## src/inc/out_sel_pkg.sv

```systemverilog
// Purpose: constants for the upper remappable output selector block
// Assumes: apb slave, 32-bit data, one aligned word per register
// Notes:   register indices 7..11, byte address is four times the index
package out_sel_pkg;
    localparam int          SEL_W          = 5;
    localparam int          FIRST_IDX      = 7;
    localparam int          NUM_REGS       = 5;
    localparam int          FIRST_PIN      = 14;
    localparam int          NUM_PINS       = 10;
    localparam int          LARGE_ONLY_PIN = 16;
    localparam int          EVEN_LSB       = 0;
    localparam int          ODD_LSB        = 8;
    localparam logic [15:0] SEL_RESET      = 16'h0000;
    localparam logic [4:0]  FIELD_RESET    = 5'h00;
    localparam logic [7:0]  IDX_PINS_14_15 = 8'h07;
    localparam logic [7:0]  IDX_PINS_16_17 = 8'h08;
    localparam logic [7:0]  IDX_PINS_18_19 = 8'h09;
    localparam logic [7:0]  IDX_PINS_20_21 = 8'h0A;
    localparam logic [7:0]  IDX_PINS_22_23 = 8'h0B;
    localparam int          ADDR_W         = 8;
endpackage : out_sel_pkg

```

## src/verilog/out_sel_pair.sv

```systemverilog
// Purpose: one output select register, two 5-bit pin selectors
// Assumes: write strobe already decoded for this register
// Notes:   present=0 models an absent pair on the small package
`timescale 1ns/1ps
module out_sel_pair
    import out_sel_pkg::*;
#(
    parameter bit PRESENT = 1'b1
) (
    // clock and reset
    input  wire logic              mclk,
    input  wire logic              rst,
    // register access
    input  wire logic              wr_en,
    input  wire logic [15:0]       wdata,
    output logic      [15:0]       rdata,
    // selector values
    output logic      [SEL_W-1:0]  sel_even,
    output logic      [SEL_W-1:0]  sel_odd
);
    typedef struct packed {
        logic [SEL_W-1:0] even_q;
        logic [SEL_W-1:0] odd_q;
    } pair_state_t;

    pair_state_t s_q;
    pair_state_t s_d;

    // only the selector bits are stored; absent pairs never store
    always_comb begin
        s_d = s_q;
        if (wr_en && PRESENT) begin
            s_d.even_q = wdata[EVEN_LSB +: SEL_W];
            s_d.odd_q  = wdata[ODD_LSB +: SEL_W];
        end
    end

    // power-on value of both selectors is zero
    always_ff @(posedge mclk) begin
        if (rst) begin
            s_q <= '{even_q: FIELD_RESET, odd_q: FIELD_RESET};
        end else begin
            s_q <= s_d;
        end
    end

    // unused bits are hard zero, absent pairs read zero
    always_comb begin
        rdata = SEL_RESET;
        if (PRESENT) begin
            rdata[EVEN_LSB +: SEL_W] = s_q.even_q;
            rdata[ODD_LSB +: SEL_W]  = s_q.odd_q;
        end
    end

    assign sel_even = s_q.even_q;
    assign sel_odd  = s_q.odd_q;
endmodule : out_sel_pair

```

## src/verilog/out_sel_upper.sv

```systemverilog
// Purpose: apb register block of output selectors for pins 14..23
// Assumes: one clock, synchronous reset, zero-wait apb slave
// Notes:   selectors drive an external output multiplexer
`timescale 1ns/1ps
module out_sel_upper
    import out_sel_pkg::*;
#(
    parameter bit LARGE_PKG = 1'b1
) (
    // clock and reset
    input  wire logic                      mclk,
    input  wire logic                      rst,
    // apb slave
    input  wire logic                      psel,
    input  wire logic                      penable,
    input  wire logic                      pwrite,
    input  wire logic [ADDR_W-1:0]         paddr,
    input  wire logic [31:0]               pwdata,
    output logic      [31:0]               prdata,
    output logic                           pready,
    output logic                           pslverr,
    // function numbers, pin 14 in the low slice
    output logic      [NUM_PINS*SEL_W-1:0] out_func_sel
);
    typedef struct packed {
        logic [31:0]               prdata_q;
        logic                      pready_q;
        logic                      pslverr_q;
        logic [NUM_PINS*SEL_W-1:0] sel_q;
    } top_state_t;

    top_state_t s_q;
    top_state_t s_d;

    // pairs from pin 16 upward exist on the large package only
    localparam bit PRES_14_15 =
        (FIRST_PIN < LARGE_ONLY_PIN) || LARGE_PKG;
    localparam bit PRES_16_17 =
        (FIRST_PIN + 2 < LARGE_ONLY_PIN) || LARGE_PKG;
    localparam bit PRES_18_19 =
        (FIRST_PIN + 4 < LARGE_ONLY_PIN) || LARGE_PKG;
    localparam bit PRES_20_21 =
        (FIRST_PIN + 6 < LARGE_ONLY_PIN) || LARGE_PKG;
    localparam bit PRES_22_23 =
        (FIRST_PIN + 8 < LARGE_ONLY_PIN) || LARGE_PKG;

    // bus address split into word index and byte lane
    logic [ADDR_W-3:0]         word_idx;
    logic                      aligned;
    // one hit per output select register
    logic                      hit_14_15;
    logic                      hit_16_17;
    logic                      hit_18_19;
    logic                      hit_20_21;
    logic                      hit_22_23;
    logic [NUM_REGS-1:0]       hit;
    logic                      any_hit;
    // bus phases
    logic                      setup;
    logic                      access;
    logic                      wr_stb;
    // write enables, one per register
    logic [NUM_REGS-1:0]       wr_en;
    // read words of the registers and the selected one
    logic [NUM_REGS-1:0][15:0] rd;
    logic [15:0]               rd_word;
    // selector values out of the register pairs
    logic [SEL_W-1:0]          out_func_sel_pin_14;
    logic [SEL_W-1:0]          out_func_sel_pin_15;
    logic [SEL_W-1:0]          out_func_sel_pin_16;
    logic [SEL_W-1:0]          out_func_sel_pin_17;
    logic [SEL_W-1:0]          out_func_sel_pin_18;
    logic [SEL_W-1:0]          out_func_sel_pin_19;
    logic [SEL_W-1:0]          out_func_sel_pin_20;
    logic [SEL_W-1:0]          out_func_sel_pin_21;
    logic [SEL_W-1:0]          out_func_sel_pin_22;
    logic [SEL_W-1:0]          out_func_sel_pin_23;
    // all selectors, pin 14 in the low slice
    logic [NUM_PINS*SEL_W-1:0] sel_w;

    // byte address is the register index times four
    assign word_idx = paddr[ADDR_W-1:2];
    assign aligned  = (paddr[1:0] == 2'h0);

    // a register answers only to its own aligned word
    assign hit_14_15 = aligned &&
                       (word_idx == IDX_PINS_14_15[ADDR_W-3:0]);
    assign hit_16_17 = aligned &&
                       (word_idx == IDX_PINS_16_17[ADDR_W-3:0]);
    assign hit_18_19 = aligned &&
                       (word_idx == IDX_PINS_18_19[ADDR_W-3:0]);
    assign hit_20_21 = aligned &&
                       (word_idx == IDX_PINS_20_21[ADDR_W-3:0]);
    assign hit_22_23 = aligned &&
                       (word_idx == IDX_PINS_22_23[ADDR_W-3:0]);
    assign hit     = {hit_22_23, hit_20_21, hit_18_19,
                      hit_16_17, hit_14_15};
    assign any_hit = |hit;

    // setup cycle: psel high, penable still low
    assign setup  = psel && !penable;
    // access cycle: pready stands for exactly this one cycle
    assign access = psel && penable && s_q.pready_q;
    // a write lands only at the edge where the master sees pready high,
    // so a request still in its setup cycle cannot move a pin yet
    assign wr_stb = access && pwrite;
    // unmapped words enable nothing, so such writes are dropped
    assign wr_en  = {NUM_REGS{wr_stb}} & hit;

    // pins 14 and 15, kept on both packages
    out_sel_pair #(
        .PRESENT  (PRES_14_15)
    ) u_pair_14_15 (
        .mclk     (mclk),
        .rst      (rst),
        .wr_en    (wr_en[0]),
        .wdata    (pwdata[15:0]),
        .rdata    (rd[0]),
        .sel_even (out_func_sel_pin_14),
        .sel_odd  (out_func_sel_pin_15)
    );

    // pins 16 and 17
    out_sel_pair #(
        .PRESENT  (PRES_16_17)
    ) u_pair_16_17 (
        .mclk     (mclk),
        .rst      (rst),
        .wr_en    (wr_en[1]),
        .wdata    (pwdata[15:0]),
        .rdata    (rd[1]),
        .sel_even (out_func_sel_pin_16),
        .sel_odd  (out_func_sel_pin_17)
    );

    // pins 18 and 19
    out_sel_pair #(
        .PRESENT  (PRES_18_19)
    ) u_pair_18_19 (
        .mclk     (mclk),
        .rst      (rst),
        .wr_en    (wr_en[2]),
        .wdata    (pwdata[15:0]),
        .rdata    (rd[2]),
        .sel_even (out_func_sel_pin_18),
        .sel_odd  (out_func_sel_pin_19)
    );

    // pins 20 and 21
    out_sel_pair #(
        .PRESENT  (PRES_20_21)
    ) u_pair_20_21 (
        .mclk     (mclk),
        .rst      (rst),
        .wr_en    (wr_en[3]),
        .wdata    (pwdata[15:0]),
        .rdata    (rd[3]),
        .sel_even (out_func_sel_pin_20),
        .sel_odd  (out_func_sel_pin_21)
    );

    // pins 22 and 23
    out_sel_pair #(
        .PRESENT  (PRES_22_23)
    ) u_pair_22_23 (
        .mclk     (mclk),
        .rst      (rst),
        .wr_en    (wr_en[4]),
        .wdata    (pwdata[15:0]),
        .rdata    (rd[4]),
        .sel_even (out_func_sel_pin_22),
        .sel_odd  (out_func_sel_pin_23)
    );

    // selector bus for the output multiplexer, pin 14 lowest
    assign sel_w = {
        out_func_sel_pin_23,
        out_func_sel_pin_22,
        out_func_sel_pin_21,
        out_func_sel_pin_20,
        out_func_sel_pin_19,
        out_func_sel_pin_18,
        out_func_sel_pin_17,
        out_func_sel_pin_16,
        out_func_sel_pin_15,
        out_func_sel_pin_14
    };

    // read mux; the word is fetched at the setup edge, so a write that
    // landed in the access cycle just before is already visible
    always_comb begin
        rd_word = 16'h0000;
        if (hit_14_15) begin
            rd_word = rd[0];
        end else if (hit_16_17) begin
            rd_word = rd[1];
        end else if (hit_18_19) begin
            rd_word = rd[2];
        end else if (hit_20_21) begin
            rd_word = rd[3];
        end else if (hit_22_23) begin
            rd_word = rd[4];
        end
    end

    // answer in the access cycle: ready, error and read data for one cycle
    always_comb begin
        s_d           = s_q;
        s_d.sel_q     = sel_w;
        s_d.pready_q  = setup;
        s_d.pslverr_q = setup && !any_hit;
        s_d.prdata_q  = 32'h0000_0000;
        if (setup && !pwrite) begin
            s_d.prdata_q = {16'h0000, rd_word};
        end
    end

    // state register
    always_ff @(posedge mclk) begin
        if (rst) begin
            s_q <= '0;
        end else begin
            s_q <= s_d;
        end
    end

    assign prdata       = s_q.prdata_q;
    assign pready       = s_q.pready_q;
    assign pslverr      = s_q.pslverr_q;
    assign out_func_sel = s_q.sel_q;
endmodule : out_sel_upper

```

## config.mk

```make
export PLATFORM = sky130hd
export DESIGN_NAME = out_sel_upper
export DESIGN_NICKNAME = d
export VERILOG_FILES = /design/src/inc/out_sel_pkg.sv /design/src/verilog/out_sel_pair.sv /design/src/verilog/out_sel_upper.sv
export SDC_FILE = /design/constraint.sdc
export NUM_CORES = 1
export LEC_CHECK = 0
export ABC_CLOCK_PERIOD_IN_PS = 2300
export BUFFER_PORTS_ARGS = -buffer_cell sky130_fd_sc_hd__buf_2
export CORE_UTILIZATION = 44
export CTS_CLUSTER_DIAMETER = 100
export DETAILED_ROUTE_END_ITERATION = 10
export PLACE_DENSITY = 0.7
export SLEW_MARGIN = 20
export SYNTH_ARGS = -nofsm -noshare
export SYNTH_HDL_FRONTEND = slang
export SYNTH_HIERARCHICAL = 1
export SYNTH_SLANG_ARGS = --single-unit
```

## constraint.sdc

```tcl
create_clock -name mclk -period 2.3 [get_ports mclk]
set_clock_uncertainty 0.05 [all_clocks]
set_input_delay 0.115 -clock mclk [delete_from_list [all_inputs] [get_ports mclk]]
set_output_delay 0.115 -clock mclk [all_outputs]
set_load 0.005 [all_outputs]
```

==> summary by stage <==
Floorplan
Measured along the x axis, the die boundary spans 111.5 microns. The core region is between 10,000 and 15,000 sq um. The die covers around 12,000 sq um. The starting density of the core is 45.66%. Measured along the y axis, the die boundary spans ~110 microns.

In this run the count of I/O pins placed on the die edge is 129. The number of standard-cell rows in the floorplan is 39.

Route
The remaining design rule violation count is 6. The first detailed-routing pass ran for 7 iterations. Using the TritonRoute via totals, the vias-per-cell ratio works out to 4.628. The initial DRC count is around 170. The wire length per cell after detailed routing is 13.86 microns. The detail route stage leaves a number of antenna-violating nets equal to 0. The wire length reported by the detailed router is approximately 10000 microns. Summing over every cut layer, the via total after detailed routing is around 3.3k.

Layout
The sequential cell area in the final layout is between 2000 and 2500 sq um. The fill cell total of the finished layout is roughly 1.0k. The fraction of layout instances using a drive strength above 1 is 28.77%.

The final instance area is around 6000 sq um. The net count of the finished layout is 609. 0 antenna diodes ended up in the layout.

The core occupancy in the finished layout is 51.53%. Compared with the post-synthesis result, the final layout area differs by 12.87%. The combined area of the multi-input logic cells is approximately 2100 sq um.

Logic synthesis
The gate count of the mapped netlist is 516. The unique cell type count in the Yosys netlist is 29. Synthesis inferred 118 register bits.

The count of warnings emitted by yosys is 6. The synthesized design spends more area on one cell type than any other, namely dfxtp_1. By area the synthesized netlist is led by dfxtp_1 (45%), buf_4 (14%), mux2i_1 (9.5%), nor2b_1 (5.9%), a2111oi_4 (5.2%). The synthesized cell area is roughly 5300 sq um.

The share of synthesized area in the top cell type comes to between 40% and 50%. The post-synthesis sequential area ratio is 44.74%. The mean area per synthesized cell is 10.23 sq um.

Setup path
The critical path launch point type is an input pin. The category of the critical setup timing path is input pin to register. For the worst setup path, the data arrival time is around 2400 ps. For this design, the slowest cell found on the critical path is dlygate4sd3_1.

The data required time of the critical path is about 2500 ps. In this run the worst path has a maximum fanout of 10. The signal on the critical path passes through dlygate4sd3_1, buf_2, or3b_2, or3_1, buf_4, a2111oi_4. The largest stage delay on the critical path is 530 ps. The worst setup path is captured at a register.

Clock network
The buffer levels on the longest clock path is 2. The CTS tree is yes. The number of post-CTS setup repair buffers is 0. The source-to-sink clock delay at the later pin of the worst-skew pair is about 400 ps. Once the clock tree was built, the resizer swapped 0 gates to a different size. The clock root buffer is clkbuf_16. The number of clock sinks is 118. Clock-pin slew was measured on the worst setup and hold paths at approximately 60 ps.

The number of hold-repair buffers added at the cts stage is 8. The number of buffers inserted during clock tree synthesis is 17. The number of H-tree levels is 4.

Pwr
In this run the static leakage power is around 2.5 nW. Dividing total power by cell area gives a power density of between 700 and 800 nW/um^2. Across the VDD grid, the largest voltage drop is 0.3338 mV.

Global route
The number of global-route vias before repair is 3,302. The global-route wire length before repair is about 16,000 microns. Across every metal layer, demand over resource in global routing totals roughly 17%. The routing usage on met1 is about a fifth. The layer flagged by global routing as most heavily used is met2.

After global routing the overflow that remains totals 0. The met2 track demand over resource in global routing is between 20 and 30%. The initial antenna violation count was 0. In the global route stage, met3 resource usage came out at roughly 5.3%.

Entering global routing, the biggest net connects slightly above 100 pins.

Place
After legalization and detailed placement, the total HPWL measured 7078 microns. The total cell area at the placement stage is roughly 5300 sq um. Routability-driven placement finished with a final weighted congestion of slightly above 0.8.

The post-placement setup slack is approximately 110 ps. The number of port buffers is 90.

STA
The max-slew violation total from the final report is 0. For the pin with the worst max-slew slack, the measured transition is 974.4 ps. Setup repair after global routing left no endpoint under its margin. Setup violations remaining at the end of the flow were counted as 0. The worst hold margin is between 15 and 20 ps. The worst path meets setup with 142.2 ps of slack.

The fraction of the cycle the final worst path needs is 93.82%. The worst path needs about 2200 ps of the cycle, external delays included. The count of endpoints failing hold in the final timing report is 0. For this run, the top clock speed supported by timing is roughly 460 MHz. Headroom to the max-slew limit came out at about a third. The final setup TNS is 0 ps.

Outcome
The run finished, with violations left. The checks that failed: design-rule violations.

Worst hold path
The classification of the worst-slack hold path is input pin to register.

Run
The number of max-capacitance violations reported is 0.
[layout make-up]
| cell class | count | share of cell area, % |
|---|---|---|
| Timing Repair Buffer | 114 | 10.92 |
| Sequential cell | 118 | 39.64 |
| Inverter | 19 | 1.197 |
| Multi-Input combinational cell | 294 | 36.01 |
| Clock buffer | 22 | 7.453 |
| Clock inverter | 10 | 1.785 |
| Tap cell | 143 | 3.002 |
[cell usage after synthesis]
master	n
a2111oi_4	10
nor3b_1	1
or4_4	1
buf_4	97
conb_1	6
a2111oi_0	6
inv_1	19
clkbuf_1	13
nor2_1	68
or3b_2	1
and3b_1	1
or3_1	1
nand2b_1	17
mux2i_1	50
buf_1	7
buf_8	1
dfxtp_1	118
mux2_2	16
nand4b_1	1
a21oi_1	1
nand4_1	1
buf_6	5
or2_0	1
nor4_2	1
a221oi_1	16
and4b_1	1
nor4_1	4
buf_2	2
nor2b_1	50
[through the flow]
| stage | total power, mW | std cells |
|---|---|---|
| 2_1_floorplan | 2.256 | 556 |
| 6_report | 4.671 | 720 |
| 3_3_place_gp | 2.259 | 680 |
| 5_1_grt | 4.842 | 720 |
| 4_1_cts | 4.725 | 720 |
| 3_5_place_dp | 2.264 | 680 |
[routing by layer]
metal  up-vias  wire (microns)
met5         -               0
met4         0             184
met3        15             459
met2        87            5071
met1      1567            4262
li1       1663               -
[final timing paths]
path                                start                      end  slack [ps]  cells past startpoint
setup / recovery                  penable                prdata[5]         140                      6
hold / removal                  pwdata[9]  u_pair_22_23/sel_odd[1]          20                      3
setup reg to reg                   pready  u_pair_20_21/sel_odd[1]         470                      6
hold reg to reg   u_pair_22_23/sel_odd[2]         out_func_sel[47]         420                      1
[registers in the layout, indices dropped and copies added (netlist names)]
register               count
prdata                    16
pready                     1
u_pair_20_21/sel_even      5
u_pair_18_19/sel_even      5
u_pair_18_19/sel_odd       5
u_pair_22_23/sel_odd       5
u_pair_16_17/sel_odd       5
u_pair_16_17/sel_even      5
u_pair_20_21/sel_odd       5
u_pair_22_23/sel_even      5
u_pair_14_15/sel_even      5
pslverr                    1
out_func_sel              50
u_pair_14_15/sel_odd       5
[worst max-delay path: cells and delay by family]
family,cells,cell delay (ps)
buffers and inverters,3,920
and+or+nand+nor,2,940
AOI/OAI and AO/OA,1,410
[layout by cell type, fill, tap and decap left out]
master           n
bufinv_16        2
nand4b_1         1
clkbuf_16       17
dlygate4sd3_1    8
nor4_4           1
nor2b_1         50
or3_1            1
nand2b_1        17
a2111oi_4       10
clkinv_4         1
mux2_2          16
buf_2           90
or2_0            1
mux2i_1         50
inv_1           19
clkinv_2         6
nor2_1          68
nand4_1          1
and4b_1          1
a21oi_1          1
nor3b_1          1
clkbuf_1         5
or4_4            1
or3b_2           1
dfxtp_1        118
a2111oi_0        6
buf_4           16
nor4_2           4
conb_1          46
a221oi_1        16
clkinvlp_4       1
and3b_1          1
[report_power, final]
| group | internal (mW) | switching (mW) | leakage (nW) |
|---|---|---|---|
| sequential | 2.05 | 0.000532 | 0.950 |
| combinational | 0.0634 | 0.122 | 1.25 |
| clock | 1.58 | 0.857 | 0.271 |
| total | 3.69 | 0.979 | 2.47 |
[logic make-up after synthesis]
kind of cell,synth area share (%)
AND/OR/NAND/NOR,14.88
multiplexers,12.89
buffers and inverters,18.10
other,0.4265
flip-flops,44.74
AO/OA/AOI/OAI,8.957
(Power assumes the default switching activity.)
